$ cat src/hdl/ssd_pkg.sv
// Constants and carrier types for the serial memory lane-mode front end
package ssd_pkg;
    // ****************************************
    // Command bytes
    // ****************************************
    localparam logic [7:0] SSD_CMD_ENTER_DUAL = 8'h3B;
    localparam logic [7:0] SSD_CMD_EXIT_DUAL  = 8'hFF;
    // ****************************************
    // Shift geometry and reset values
    // ****************************************
    localparam int         SSD_BYTE_BITS      = 8;
    localparam logic [3:0] SSD_BITS_PER_BYTE  = 4'h8;
    localparam logic [3:0] SSD_STEP_SINGLE    = 4'h1;
    localparam logic [3:0] SSD_STEP_DUAL      = 4'h2;
    localparam logic       SSD_MODE_RESET     = 1'h0;
    localparam int         SSD_FIFO_DEPTH     = 4;

    typedef struct packed {
        logic       first;
        logic [7:0] data;
    } ssd_rx_word_t;

    localparam int SSD_RX_W = $bits(ssd_rx_word_t);
endpackage : ssd_pkg

$ cat src/hdl/ssd_front.sv
// Serial memory front end: edge convention, lane-mode switching, byte FIFO
`timescale 1ns/1ps
module ssd_front #(
    parameter int FIFO_DEPTH = ssd_pkg::SSD_FIFO_DEPTH
) (
    input  wire logic                clk,
    input  wire logic                rst_n,
    input  wire logic                sck,
    input  wire logic                cs_n,
    input  wire logic                dual_lane_0_in,
    output logic                     dual_lane_0_out,
    output logic                     dual_lane_0_oe,
    input  wire logic                dual_lane_1_in,
    output logic                     dual_lane_1_out,
    output logic                     dual_lane_1_oe,
    input  wire logic                supply_ok,
    output logic                     dual_lane_mode,
    output logic                     rx_valid,
    input  wire logic                rx_ready,
    output ssd_pkg::ssd_rx_word_t    rx_word,
    output logic                     rx_overrun,
    input  wire logic                tx_en,
    input  wire logic                tx_valid,
    input  wire logic [7:0]          tx_data,
    output logic                     tx_ready
);
    import ssd_pkg::*;

    // ****************************************
    // Serial clock edges
    // ****************************************
    logic sck_ff, cs_n_ff, sck_rise, sck_fall, active;

    always_ff @(posedge clk or negedge rst_n) begin
        if (!rst_n) begin
            sck_ff  <= 1'b0;
            cs_n_ff <= 1'b1;
        end else begin
            sck_ff  <= sck;
            cs_n_ff <= cs_n;
        end
    end

    assign sck_rise = sck && !sck_ff;
    assign sck_fall = !sck && sck_ff;
    // Under backup supply the frame is ignored entirely
    assign active   = !cs_n && supply_ok;

    // ****************************************
    // Receive shifter and lane mode
    // ****************************************
    logic [7:0]   rx_sh_ff, nxt_rx_sh;
    logic [3:0]   rx_cnt_ff, nxt_rx_cnt;
    logic         first_ff, nxt_first;
    logic         mode_ff, nxt_mode;
    logic         ovr_ff, nxt_ovr;
    logic         push;
    logic         fifo_in_ready;
    ssd_rx_word_t push_word;
    logic [3:0]   rx_step;
    logic [7:0]   shifted;

    always_comb begin
        nxt_rx_sh  = rx_sh_ff;
        nxt_rx_cnt = rx_cnt_ff;
        nxt_first  = first_ff;
        nxt_mode   = mode_ff;
        nxt_ovr    = ovr_ff;
        push       = 1'b0;
        rx_step    = mode_ff ? SSD_STEP_DUAL : SSD_STEP_SINGLE;
        shifted    = mode_ff ? {rx_sh_ff[5:0], dual_lane_1_in, dual_lane_0_in}
                             : {rx_sh_ff[6:0], dual_lane_0_in};
        push_word.first = first_ff;
        push_word.data  = shifted;
        if (!active) begin
            // Chip select high restarts byte framing
            nxt_rx_cnt = '0;
            nxt_first  = 1'b1;
        end else if (sck_rise) begin
            nxt_rx_sh  = shifted;
            nxt_rx_cnt = rx_cnt_ff + rx_step;
            // Write data only; during read data the lanes carry our output
            if (rx_cnt_ff + rx_step == SSD_BITS_PER_BYTE) begin
                nxt_rx_cnt = '0;
                nxt_first  = 1'b0;
                push       = !tx_en;
                if (first_ff && !mode_ff && shifted == SSD_CMD_ENTER_DUAL) begin
                    nxt_mode = 1'b1;
                end
                // Exit is recognised only at the width in force
                if (first_ff && mode_ff && shifted == SSD_CMD_EXIT_DUAL) begin
                    nxt_mode = 1'b0;
                end
            end
        end
        // Serial link cannot stall, so a full FIFO drops and flags
        if (push && !fifo_in_ready) begin
            nxt_ovr = 1'b1;
        end
    end

    always_ff @(posedge clk or negedge rst_n) begin
        if (!rst_n) begin
            rx_sh_ff  <= '0;
            rx_cnt_ff <= '0;
            first_ff  <= 1'b1;
            mode_ff   <= SSD_MODE_RESET;
            ovr_ff    <= 1'b0;
        end else begin
            rx_sh_ff  <= nxt_rx_sh;
            rx_cnt_ff <= nxt_rx_cnt;
            first_ff  <= nxt_first;
            mode_ff   <= nxt_mode;
            ovr_ff    <= nxt_ovr;
        end
    end

    assign dual_lane_mode = mode_ff;
    assign rx_overrun     = ovr_ff;

    ssd_fifo #(
        .WIDTH (SSD_RX_W),
        .DEPTH (FIFO_DEPTH)
    ) u_rx_fifo (
        .clk       (clk),
        .rst_n     (rst_n),
        .in_valid  (push),
        .in_ready  (fifo_in_ready),
        .in_data   (push_word),
        .out_valid (rx_valid),
        .out_ready (rx_ready),
        .out_data  (rx_word)
    );

    // ****************************************
    // Transmit shifter and lane drive
    // ****************************************
    logic [7:0] tx_sh_ff, nxt_tx_sh;
    logic [3:0] tx_cnt_ff, nxt_tx_cnt;
    logic       l0_ff, nxt_l0, l1_ff, nxt_l1;
    logic       oe0_ff, nxt_oe0, oe1_ff, nxt_oe1;
    logic       rdy_ff, nxt_rdy;
    logic [7:0] src;

    always_comb begin
        nxt_tx_sh  = tx_sh_ff;
        nxt_tx_cnt = tx_cnt_ff;
        nxt_l0     = l0_ff;
        nxt_l1     = l1_ff;
        nxt_rdy    = 1'b0;
        src        = tx_sh_ff;
        // Drive only read data; command and address phases keep lanes as inputs
        nxt_oe1    = active && tx_en;
        nxt_oe0    = active && tx_en && mode_ff;
        if (!active || !tx_en) begin
            nxt_tx_cnt = '0;
        end else if (sck_fall) begin
            if (tx_cnt_ff == '0) begin
                // Missing data shifts out zeros rather than stalling the host
                src     = tx_valid ? tx_data : 8'h00;
                nxt_rdy = tx_valid;
            end
            nxt_l1 = src[7];
            nxt_l0 = mode_ff ? src[6] : l0_ff;
            if (mode_ff) begin
                nxt_tx_sh  = {src[5:0], 2'h0};
                nxt_tx_cnt = (tx_cnt_ff == '0) ? SSD_BITS_PER_BYTE - SSD_STEP_DUAL
                                               : tx_cnt_ff - SSD_STEP_DUAL;
            end else begin
                nxt_tx_sh  = {src[6:0], 1'h0};
                nxt_tx_cnt = (tx_cnt_ff == '0) ? SSD_BITS_PER_BYTE - SSD_STEP_SINGLE
                                               : tx_cnt_ff - SSD_STEP_SINGLE;
            end
        end
    end

    always_ff @(posedge clk or negedge rst_n) begin
        if (!rst_n) begin
            tx_sh_ff  <= '0;
            tx_cnt_ff <= '0;
            l0_ff     <= 1'b0;
            l1_ff     <= 1'b0;
            oe0_ff    <= 1'b0;
            oe1_ff    <= 1'b0;
            rdy_ff    <= 1'b0;
        end else begin
            tx_sh_ff  <= nxt_tx_sh;
            tx_cnt_ff <= nxt_tx_cnt;
            l0_ff     <= nxt_l0;
            l1_ff     <= nxt_l1;
            oe0_ff    <= nxt_oe0;
            oe1_ff    <= nxt_oe1;
            rdy_ff    <= nxt_rdy;
        end
    end

    assign dual_lane_0_out = l0_ff;
    assign dual_lane_1_out = l1_ff;
    assign dual_lane_0_oe  = oe0_ff;
    assign dual_lane_1_oe  = oe1_ff;
    assign tx_ready        = rdy_ff;
endmodule : ssd_front

$ cat src/hdl/ssd_fifo.sv
// Small synchronous FIFO with valid/ready on both sides
`timescale 1ns/1ps
module ssd_fifo #(
    parameter int WIDTH = 9,
    parameter int DEPTH = 4
) (
    input  wire logic             clk,
    input  wire logic             rst_n,
    input  wire logic             in_valid,
    output logic                  in_ready,
    input  wire logic [WIDTH-1:0] in_data,
    output logic                  out_valid,
    input  wire logic             out_ready,
    output logic [WIDTH-1:0]      out_data
);
    localparam int AW = (DEPTH > 1) ? $clog2(DEPTH) : 1;

    logic [WIDTH-1:0] mem_ff [DEPTH];
    logic [AW-1:0]    wr_ff, nxt_wr, rd_ff, nxt_rd;
    logic [AW:0]      cnt_ff, nxt_cnt;
    logic             push, pop;

    assign in_ready  = (cnt_ff != AW'(0) + (AW+1)'(DEPTH));
    assign out_valid = (cnt_ff != '0);
    assign out_data  = mem_ff[rd_ff];
    assign push      = in_valid && in_ready;
    assign pop       = out_valid && out_ready;

    always_comb begin
        nxt_wr  = wr_ff;
        nxt_rd  = rd_ff;
        nxt_cnt = cnt_ff;
        if (push) begin
            nxt_wr = (wr_ff == AW'(DEPTH - 1)) ? '0 : wr_ff + AW'(1);
        end
        if (pop) begin
            nxt_rd = (rd_ff == AW'(DEPTH - 1)) ? '0 : rd_ff + AW'(1);
        end
        if (push && !pop) begin
            nxt_cnt = cnt_ff + (AW+1)'(1);
        end else if (pop && !push) begin
            nxt_cnt = cnt_ff - (AW+1)'(1);
        end
    end

    always_ff @(posedge clk or negedge rst_n) begin
        if (!rst_n) begin
            wr_ff  <= '0;
            rd_ff  <= '0;
            cnt_ff <= '0;
        end else begin
            wr_ff  <= nxt_wr;
            rd_ff  <= nxt_rd;
            cnt_ff <= nxt_cnt;
        end
    end

    // Storage needs no reset; only the count and pointers define validity
    always_ff @(posedge clk) begin
        if (push) begin
            mem_ff[wr_ff] <= in_data;
        end
    end
endmodule : ssd_fifo

$ cat config.mk
export PLATFORM = sky130hd
export DESIGN_NAME = ssd_front
export DESIGN_NICKNAME = d
export VERILOG_FILES = /design/src/hdl/ssd_pkg.sv /design/src/hdl/ssd_front.sv /design/src/hdl/ssd_fifo.sv
export SDC_FILE = /design/constraint.sdc
export NUM_CORES = 1
export LEC_CHECK = 0
export BUFFER_PORTS_ARGS = -buffer_cell sky130_fd_sc_hd__buf_2
export CAP_MARGIN = 20
export CORE_ASPECT_RATIO = 1.5
export CORE_MARGIN = 2
export CORE_UTILIZATION = 45
export CTS_CLUSTER_SIZE = 30
export DETAILED_ROUTE_END_ITERATION = 10
export HOLD_SLACK_MARGIN = 0.06
export RECOVER_POWER = 25
export SLEW_MARGIN = 20
export SYNTH_ARGS = -nofsm -noshare
export SYNTH_HDL_FRONTEND = slang
export SYNTH_SLANG_ARGS = --single-unit
$ cat constraint.sdc
create_clock -name clk -period 6.87 [get_ports clk]
set_input_delay 0.687 -clock clk [delete_from_list [all_inputs] [get_ports clk]]
set_output_delay 0.687 -clock clk [all_outputs]
set_load 0.01 [all_outputs]
Word-level counts from Yosys, hierarchy flattened
Memory sizes are Yosys's and may differ from the RTL's.
Index checks and enable logic that the tools add are counted.
{"block": "word_totals", "reg_bits": 39, "ramBits": 36, "out_inout_bits": 17, "wordCells": 97, "memories": 1}
{"block": "op_classes", "n_addsub": 7, "n_eq_ne": 8, "muxes": 30, "n_bitwise": 1, "reduce_logical": 34}
{"memory": "u_rx_fifo.mem_ff", "depth": 4, "word_bits": 9, "read_ports": 1, "rd_clocked_by_memory_dff": 0, "write_ports": 1, "line_no": "ssd_fifo.sv:18", "source": "logic [WIDTH-1:0] mem_ff [DEPTH];"}
{"operator": "$mux 4", "n": 8}
{"operator": "$mux 8", "n": 4}
{"operator": "$logic_and 1x1->1", "n": 14}
{"operator": "$mux 1", "n": 13}
{"operator": "$logic_not 1->1", "n": 9}
{"operator": "$eq 8x6->1 const B", "n": 1}
{"operator": "$eq 8x8->1 const B", "n": 1}
{"operator": "$mux 2", "n": 3}
{"operator": "$mux 3", "n": 2}
{"operator": "$reduce_and 2->1", "n": 3}
{"operator": "$reduce_bool 2->1", "n": 3}
{"operator": "$add 2x1->2 const B", "n": 2}
{"operator": "$add 4x2->4", "n": 1}
{"operator": "$eq 2x2->1 const B", "n": 2}
{"operator": "$eq 4x4->1 const B", "n": 1}
{"operator": "$logic_not 4->1", "n": 1}
{"operator": "$reduce_and 4->1", "n": 1}
{"operator": "$sub 4x1->4 const B", "n": 1}
{"operator": "$sub 4x2->4 const B", "n": 1}
{"operator": "$add 3x1->3 const B", "n": 1}
{"operator": "$ne 3x3->1 const B", "n": 1}
{"operator": "$reduce_and 3->1", "n": 1}
{"operator": "$reduce_bool 3->1", "n": 1}
{"operator": "$sub 3x1->3 const B", "n": 1}
{"operator": "4 further kinds", "n": 4}

Logic depth before layout (Yosys ltp)
Gate-level depths: netlist of run 1.
{"block": "depth", "depth_word": 11, "ltp_mapped": 14, "mapped_depth_nobuf": 13}

Cells and area by module
Synthesis of run 1 repeated with hierarchy kept, for this count alone.
{"block": "unflattened", "cells_unflattened": 260, "hier_area_um2": 3477.1}
{"mod": "ssd_front", "instances": 1, "cells_each": 177, "area_per_inst_um2": 1740.4}
{"mod": "ssd_fifo", "instances": 1, "cells_each": 83, "area_per_inst_um2": 1736.7}

Worst setup path before layout of run 1
Ideal clock, no wire load.
{"block": "synth_path", "path_kind": "reg2reg", "start": "register mode_ff (netlist: dual_lane_mode)", "end": "register u_rx_fifo.cnt_ff[2]", "setup_time_ps": 79, "arrival_time_ps": 3151, "required_time_ps": 6791, "slack_ps": 3640, "path_stages_with_launch": 15, "n_path_buf": 1, "period_less_slack_ps": 3230, "cell_sequence": "dfrtp_1 > buf_2 > clkinv_1 > ha_1 > inv_1 > fa_1 > xor2_2 > nand3_4 > nor4b_4 > ha_1 > inv_1 > fa_1 > xor2_1 > nor2_1 > xor2_1"}
{"block": "synth_via", "elab_chain_len": 10, "elab_cells_between_ends": 12}
{"item": "start: declaration", "line_no": "ssd_front.sv:55", "source": "logic mode_ff, nxt_mode;"}
{"item": "start signal: assignment", "line_no": "ssd_front.sv:113", "source": "mode_ff <= nxt_mode;"}
{"item": "$mux 2 (*)", "line_no": "ssd_front.sv:70", "source": "rx_step = mode_ff ? SSD_STEP_DUAL : SSD_STEP_SINGLE;"}
{"item": "$add 4x2->4 (*)", "line_no": "ssd_front.sv:83", "source": "if (rx_cnt_ff + rx_step == SSD_BITS_PER_BYTE) begin"}
{"item": "$eq 4x4->1 (*)", "line_no": "ssd_front.sv:83"}
{"item": "$mux 1 (*)", "line_no": "ssd_front.sv:83"}
{"item": "$mux 1 (*)", "line_no": "ssd_front.sv:79", "source": "end else if (sck_rise) begin"}
{"item": "$mux 1 (*)", "line_no": "ssd_front.sv:75", "source": "if (!active) begin"}
{"item": "$logic_and 1x1->1 (*)", "line_no": "ssd_fifo.sv:26", "source": "assign push = in_valid && in_ready;"}
{"item": "net u_rx_fifo.push", "line_no": "ssd_fifo.sv:21", "source": "logic push, pop;"}
{"item": "$logic_not 1->1", "line_no": "ssd_fifo.sv:41", "source": "end else if (pop && !push) begin"}
{"item": "$logic_and 1x1->1", "line_no": "ssd_fifo.sv:41"}
{"item": "$reduce_bool 2->1 (no line)"}
{"item": "end signal: assignment", "line_no": "ssd_fifo.sv:54", "source": "cnt_ff <= nxt_cnt;"}
{"item": "end: declaration", "line_no": "ssd_fifo.sv:20", "source": "logic [AW:0] cnt_ff, nxt_cnt;"}
The timed path passes the listed nets; every way through them passes the cells marked *.
A chain may end at the register's enable or synchronous reset.

Worst setup path in the final report of run 1
Same ends and word-level chain as after synthesis.

==> summary.md, run 1 <==
| Metric | Value |
|---|---|
| Status | finished with violations |
| Failing checks | capacitance limit, slew limit |
| Register area | 0.00203 mm^2 |
| Antenna violations before repair | 0 |
| Synth area leaders | edfxtp_1, dfrtp_1, mux4_2, mux2_2, ha_1 |
| Multi-input logic area | 0.00135 mm^2 |
| Final Hold Fails | 0 |
| Layout Cells excl Fill | 402 |
| Post-synthesis sequential area ratio | 58.2% |
| Critical path launch point type | flip-flop |
| Final Max Slew Viols | 39 |
| I/O Buffers | 34 |
| Total grt overflow | 0 |
| Die area | 0.00850 mm^2 |
| Number of synthesized flops with an enable pin | 36 |
| Vias in the first global route | 2192 |
| Routed Antenna Nets | 0 |
| Vias | 2131 |
| Slew margin rel. | -34.6% |
| Sink Count | 74 |
| Post-Syn Area | 0.00349 mm^2 |
| Setup TNS | 0 ns |
| Avg Synthesized Cell Area | 13.4 um^2 |
| Largest net degree at the start of global routing | 39 |
| Clock buffer depth | 2 |
| Cts hold-fix bufs | 0 |
| Initial Util | 46.2% |
| Core box area | 0.00756 mm^2 |
| Synth unique cells | 53 |
| Max-cap violations | 1 |
| Worst EP arrival | 4.49 ns |
| Global-route wire length before repair | 10600 um |
| Setup bufs post-CTS | 0 |
| Nets@finish | 326 |
| CP Capture Type | flip-flop |
| DRT Pass-1 Iters | 4 |
| Row count | 39 |
| Pwr Total | 1.29 mW |
| Violation count after the first detailed-route iteration | 110 |
| Level count of the clock H-tree | 3 |
| Hold Path Class | reg -> reg |
| Synth area leader | edfxtp_1 |
| PwrDens | 318 mW/mm^2 |
| GP Congestion | 0.768 |
| Clk_lat worst skew | 0.33 ns |
| Final setup vio count | 0 |
| Fin crit share | 61.8% |
| DR DRC count | 0 |
| Share of the synthesized area in the top cell type | 30.9% |
| Detailed Route WL | 6010 um |
| Layout fillers | 651 |
| Final instance area | 0.00405 mm^2 |
| Reg clk slew, reported paths | 0.05 ns |
| RSZ-0062 raised after global routing | no |
| Most numerous cell in the Yosys netlist | dfrtp_1 |
| Placed Instance Area | 0.00374 mm^2 |
| Num CTS Buffers | 9 |
| Final HPWL DP | 4340 um |
| Cts repair resizes | 0 |
| Tightest Pin Transition | 2.02 ns |
| Ys Warns | 0 |
| FF+latch count, synth | 74 |
| Die Span Y | 112 um |
| Syn Inst Count | 260 |
| Util after Layout | 53.5% |
| Layout area overhead | 15.8% |
| Synth async-reset ratio | 51.4% |
| Crit Path Category | reg -> reg |
| N_diodes | 0 |
| GRT Util Overall | 15.7% |
| Critical Path RT | 7.12 ns |
| CTS root buf | clkbuf_16 |
| Io pins | 35 |
| DR WL/cell | 15.0 um |
| Number of vias per cell | 5.30 |
| Leak | 1.63 nW |
| Mapped Nets | 291 |
| Top_reg_cell synth | dfrtp_1 |
| Die Span X | 75.9 um |
| VDD IR-drop max | 0.000183 V |
| Synth top cells by count | dfrtp_1, edfxtp_1, mux2_2, nand2_1, nor2_1 |
| CTS tree | yes |
| Flop2flop setup slack | 2.62 ns |
| Placed Cells incl. Taps | 386 |
| Crit-path max FO | 26 |
| Layout cells sized above 1 | 26.3% |
| Max Clk Rate | 0.236 GHz |
| Min cycle time layout | 4.25 ns |
| Final Skew | 0.00383 ns |
-- cells in the final DEF, fill, tap and decap left out, types with 2 or more instances in the layout --
master     synthesis  layout
and2_2             4       4
a211oi_1           4       4
o31ai_1            6       6
dfrtp_1           37      37
a21oi_1            8       8
o21ai_0            6       6
mux2i_1            8       8
and3_1             5       5
xor2_1             2       2
a21o_1             2       2
o211ai_1           3       3
ha_1              11      11
nor3_1             2       2
xnor2_1            2       2
inv_1             13      13
a31oi_1            2       2
clkinv_1           1       2
clkinv_2           0       2
mux2_2            16      16
nor2_1            16      16
fa_1               2       2
mux4_2             9       9
nor2b_1            2       2
nand2_1           16      16
edfxtp_1          36      36
clkbuf_16          0       9
nand4_1            4       4
bufinv_16          0       2
and2_1             3       3
nand2b_1           2       2
clkbuf_1           4       5
nand3_1            7       7
buf_2              4      30
-- sequential cells by signal, summed over array words and instances (netlist names) --
name	flops
dual_lane_0_oe	1
dual_lane_0_out	1
dual_lane_1_oe	1
dual_lane_1_out	1
dual_lane_mode	1
first_ff	1
rx_cnt_ff	4
rx_overrun	1
rx_sh_ff	7
sck_ff	1
tx_cnt_ff	4
tx_ready	1
tx_sh_ff	7
u_rx_fifo.cnt_ff	3
u_rx_fifo.mem_ff	36
u_rx_fifo.rd_ff	2
u_rx_fifo.wr_ff	2
-- cells by family (layout without fill, tap and decap cells) --
| kind of cell | Yosys count | count (layout) | synth area share [%] |
|---|---|---|---|
| AO/OA/AOI/OAI | 37 | 37 | 6.91 |
| flip-flops | 74 | 74 | 58.2 |
| XOR/XNOR | 5 | 5 | 1.47 |
| multiplexers | 33 | 33 | 13.3 |
| AND/OR/NAND/NOR | 73 | 73 | 11.9 |
| adder cells (fa/ha/maj) | 13 | 13 | 5.09 |
| buffers and inverters | 25 | 65 | 3.15 |
-- layout make-up --
type | count | area share (%)
flip-flops and latches | 74 | 50.2
multi-input cells | 161 | 33.4
clock buffers | 10 | 5.66
repair buffers | 35 | 4.27
well taps | 102 | 3.15
clock inverters | 6 | 2.01
inverters | 14 | 1.30
-- critical path: stages, from the launching register on --
cell and delay, ns:
dfrtp_1 0.93, clkinv_1 0.57, ha_1 0.41, inv_1 0.08
fa_1 0.24, xor2_2 0.25, nand3_4 0.12, nor4b_4 0.45
ha_1 0.26, inv_1 0.06, fa_1 0.37, xor2_1 0.15
nor2_1 0.11, xor2_1 0.16
-- per-stage QoR --
step | hold WS [ns] | setup WS [ns]
floorplan | 0.391 | 3.64
global route | 0.516 | 2.20
CTS | 0.496 | 2.57
global placement | 0.466 | 2.78
finish | 0.494 | 2.62
detailed placement | 0.478 | 2.62
-- final timing paths --
kind                                     start                  end  cells past startpoint
worst max-delay path            dual_lane_mode  u_rx_fifo.cnt_ff[2]                     13
worst min-delay path               tx_sh_ff[1]          tx_sh_ff[1]                      2
worst max register to register  dual_lane_mode  u_rx_fifo.cnt_ff[2]                     13
worst min register to register     tx_sh_ff[1]          tx_sh_ff[1]                      2
max in group asynchronous                rst_n   u_rx_fifo.wr_ff[1]                      1
min in group asynchronous                rst_n      dual_lane_1_out                      1
-- power by group --
group | total [mW] | internal (mW) | switching [mW]
combinational | 0.224 | 0.126 | 0.0978
sequential | 0.583 | 0.521 | 0.0613
clock | 0.478 | 0.315 | 0.163
total | 1.29 | 0.963 | 0.322
-- routing by layer --
| layer | track usage [%] | share of wire [%] | up-vias |
|---|---|---|---|
| met5 | 0 | 0 | - |
| met4 | 8.73 | 2.5 | 0 |
| met3 | 2.43 | 2.5 | 10 |
| met2 | 27.0 | 53 | 37 |
| met1 | 19.0 | 42 | 1059 |
| li1 | - | - | 1025 |
Power figures use the tool's default switching activity.
==> run 2, diff against run 1 <==
- ABC_AREA: not set -> 1
- PLACE_DENSITY: not set -> 0.66
- clock period: 6.87 -> 3.7 ns (I/O delays scaled with it)
==> run 2 against run 1 <==
Effect of this change: synthesized area is 0.75% higher; total power increased by 83%; worst hold slack got worse by 0.30 ns; register-to-register slack lost 2.1 ns; clock power grew 76%; global-route usage is 2.3 points higher; synthesized cell count rose by 45%; wire length rose by 18%; the run still ends with capacitance limit, slew limit left; critical endpoint unchanged; clock skew up 0.00050 ns; non-clock buffer count grew 3.
==> summary.md, run 2 <==
| Metric | Value |
|---|---|
| Num CTS Buffers | 9 |
| Largest family of logic cells by synthesized area | simple AND/OR/NAND/NOR gates |
| Max-cap violations | 1 |
| Worst Hold Launch | sck |
| Max Clk Rate | 0.317 GHz |
| Reg clk slew, reported paths | 0.06 ns |
| Synth area leader | edfxtp_1 |
| Setup crit start | dual_lane_mode |
| Ys Warns | 0 |
| Core box area | 0.00761 mm^2 |
| Layout fillers | 714 |
| I/O Buffers | 34 |
| Share of the synthesized area in the top cell type | 30.7% |
| CTS root buf | clkbuf_16 |
| Antenna violations before repair | 0 |
| Failing checks | capacitance limit, slew limit |
| Largest Register | u_rx_fifo.mem_ff |
| Synth top cells by count | nand2_1, inv_1, nor2_1 |
| Synth area leaders | edfxtp_1, dfrtp_1, nand2_1, o21ai_0, inv_1 |
| Detailed Route WL | 7110 um |
| Critical path's top delay family | adder cells |
| Avg Synthesized Cell Area | 9.31 um^2 |
| Largest registers | u_rx_fifo.mem_ff: 36 flops, rx_sh_ff: 7 flops, tx_sh_ff: 7 flops |
| VDD IR-drop max | 0.000242 V |
| Beginning of the worst register-to-register path | dual_lane_mode |
| CP Capture Type | flip-flop |
| Place WS | 0.537 ns |
| Post-synthesis sequential area ratio | 57.8% |
| Final Hold Fails | 0 |
| Top_reg_cell synth | dfrtp_1 |
| DRT Pass-1 Iters | 4 |
| Violation count after the first detailed-route iteration | 104 |
| Crit-path max FO | 15 |
| Synth Area in XOR/XNOR | 0.747% |
| Critical Path RT | 3.91 ns |
| Vias in the first global route | 2699 |
| GRT Util Overall | 18.0% |
| Max reg flops | 36 |
| Cts repair resizes | 0 |
| Number of synthesized flops with an enable pin | 36 |
| Synth async-reset ratio | 51.4% |
| Final Skew | 0.00433 ns |
| Worst-path cell chain | inv_2 -> ha_1 -> inv_1 -> fa_1 -> nand2_1 -> nor2_2 -> inv_2 -> nor2_4 -> nand3_4 -> inv_1 -> ha_1 -> inv_1 -> fa_1 -> a21oi_1 -> o21ai_0 -> xor2_1 |
| Worst hold slack | 0.193 ns |
| Util after Layout | 53.7% |
| Commonest cells after routing, fill and taps aside | nand2_1, inv_1, nor2_1 |
| Die Span Y | 112 um |
| Slew margin rel. | -40.4% |
| Global-route wire length before repair | 12200 um |
| Row count | 39 |
| Nets@finish | 451 |
| PwrDens | 574 mW/mm^2 |
| Setup TNS | 0 ns |
| Slowest Stage Delay on Critical Path | 0.50 ns |
| Clk_lat worst skew | 0.33 ns |
| Level count of the clock H-tree | 3 |
| GP Congestion | 0.876 |
| Placed Instance Area | 0.00381 mm^2 |
| Crit Path Category | reg -> reg |
| Final instance area | 0.00409 mm^2 |
| RSZ-0062 raised after global routing | no |
| Hold Path Class | in -> reg |
| Layout area overhead | 16.2% |
| Status | finished with violations |
| Setup bufs post-CTS | 0 |
| CP most frequent cell | inv_1 |
| Io pins | 35 |
| Vias | 2646 |
| CP bufs+invs | 5 |
| Multi-input logic area | 0.00126 mm^2 |
| Commonest non-fill, non-tap cell in the layout | nand2_1 |
| Total grt overflow | 0 |
| Post-synthesis mux area share | 0.320% |
| Tightest Pin Transition | 2.11 ns |
| DR WL/cell | 13.5 um |
| Final HPWL DP | 4980 um |
| FF+latch count, synth | 74 |
| Initial Util | 46.2% |
| Mapped Nets | 409 |
| Post-Syn Area | 0.00352 mm^2 |
| Synth Area in Simple Gates | 21.5% |
| Final Max Slew Viols | 39 |
| CTS tree | yes |
| Die Span X | 76.2 um |
| Min cycle time layout | 3.15 ns |
| Synth Area in Adders | 5.05% |
| Sink Count | 74 |
| Syn Inst Count | 378 |
| Synth unique cells | 29 |
| Critical path launch point type | flip-flop |
| Slowest-stage cell, CP | fa_1 |
| Routed Antenna Nets | 0 |
| Cts hold-fix bufs | 0 |
| Most numerous cell in the Yosys netlist | nand2_1 |
| Worst EP arrival | 3.36 ns |
| Slack of the critical path | 0.547 ns |
| N_diodes | 0 |
| Final setup vio count | 0 |
| Largest net degree at the start of global routing | 39 |
| Register area | 0.00203 mm^2 |
| DR DRC count | 0 |
| Number of vias per cell | 5.02 |
| Leak | 1.81 nW |
| Die area | 0.00856 mm^2 |
| Layout cells sized above 1 | 14.8% |
| Fin crit share | 85.2% |
| Clock buffer depth | 2 |
| Synth Area in Compound Gates | 8.43% |
-- run 2: cell types whose count changed after synthesis, moves of 11 or more --
cell,before,now
inv_1,13,44
mux2_2,16,1
nand2_1,16,100
nand3_1,7,21
nor2_1,16,41
o21ai_0,6,35
o22ai_1,1,12
-- run 2: final timing paths --
kind                                       end  slack (ns)  depth (start not counted)
setup reg to reg           u_rx_fifo.cnt_ff[2]        0.55                         16
setup / recovery           u_rx_fifo.cnt_ff[2]        0.55                         16
hold / removal                          sck_ff        0.19                          1
max in group asynchronous          rx_sh_ff[3]        1.85                          1
min in group asynchronous          tx_sh_ff[5]        0.64                          1
hold reg to reg                     rx_overrun        0.47                          1
-- run 2: layer usage --
metal	vias up	part of all wire [%]	global-route usage [%]
li1	1322	-	-
met1	1242	40	18.8
met2	67	53	32.6
met5	-	0	0
met4	0	2.6	10.1
met3	15	3.7	4.74
-- run 2: cells by family (layout without fill, tap and decap cells) --
group	Yosys count	after routing
buf+inv	55	102
xor+xnor	3	3
flops	74	74
mux	1	1
simple gates	177	177
fa+ha+maj	13	13
compound gates	55	55
-- run 2: power breakdown --
group | internal [mW] | switching (mW)
sequential | 0.940 | 0.0893
clock | 0.519 | 0.324
combinational | 0.182 | 0.295
-- run 2: cell type report --
class,count,area share [%]
Tap cell,102,3.12
Inverter,48,4.41
Clock buffer,9,5.51
Clock inverter,7,1.68
Timing Repair Buffer,38,4.80
Sequential cell,74,49.7
Multi-Input combinational cell,249,30.8
-- run 2: per-stage QoR --
step           total power [mW]  instances
3_5_place_dp               1.53        511
2_1_floorplan              1.34        378
3_3_place_gp               1.51        511
5_1_grt                    2.49        527
6_report                   2.35        527
4_1_cts                    2.38        527
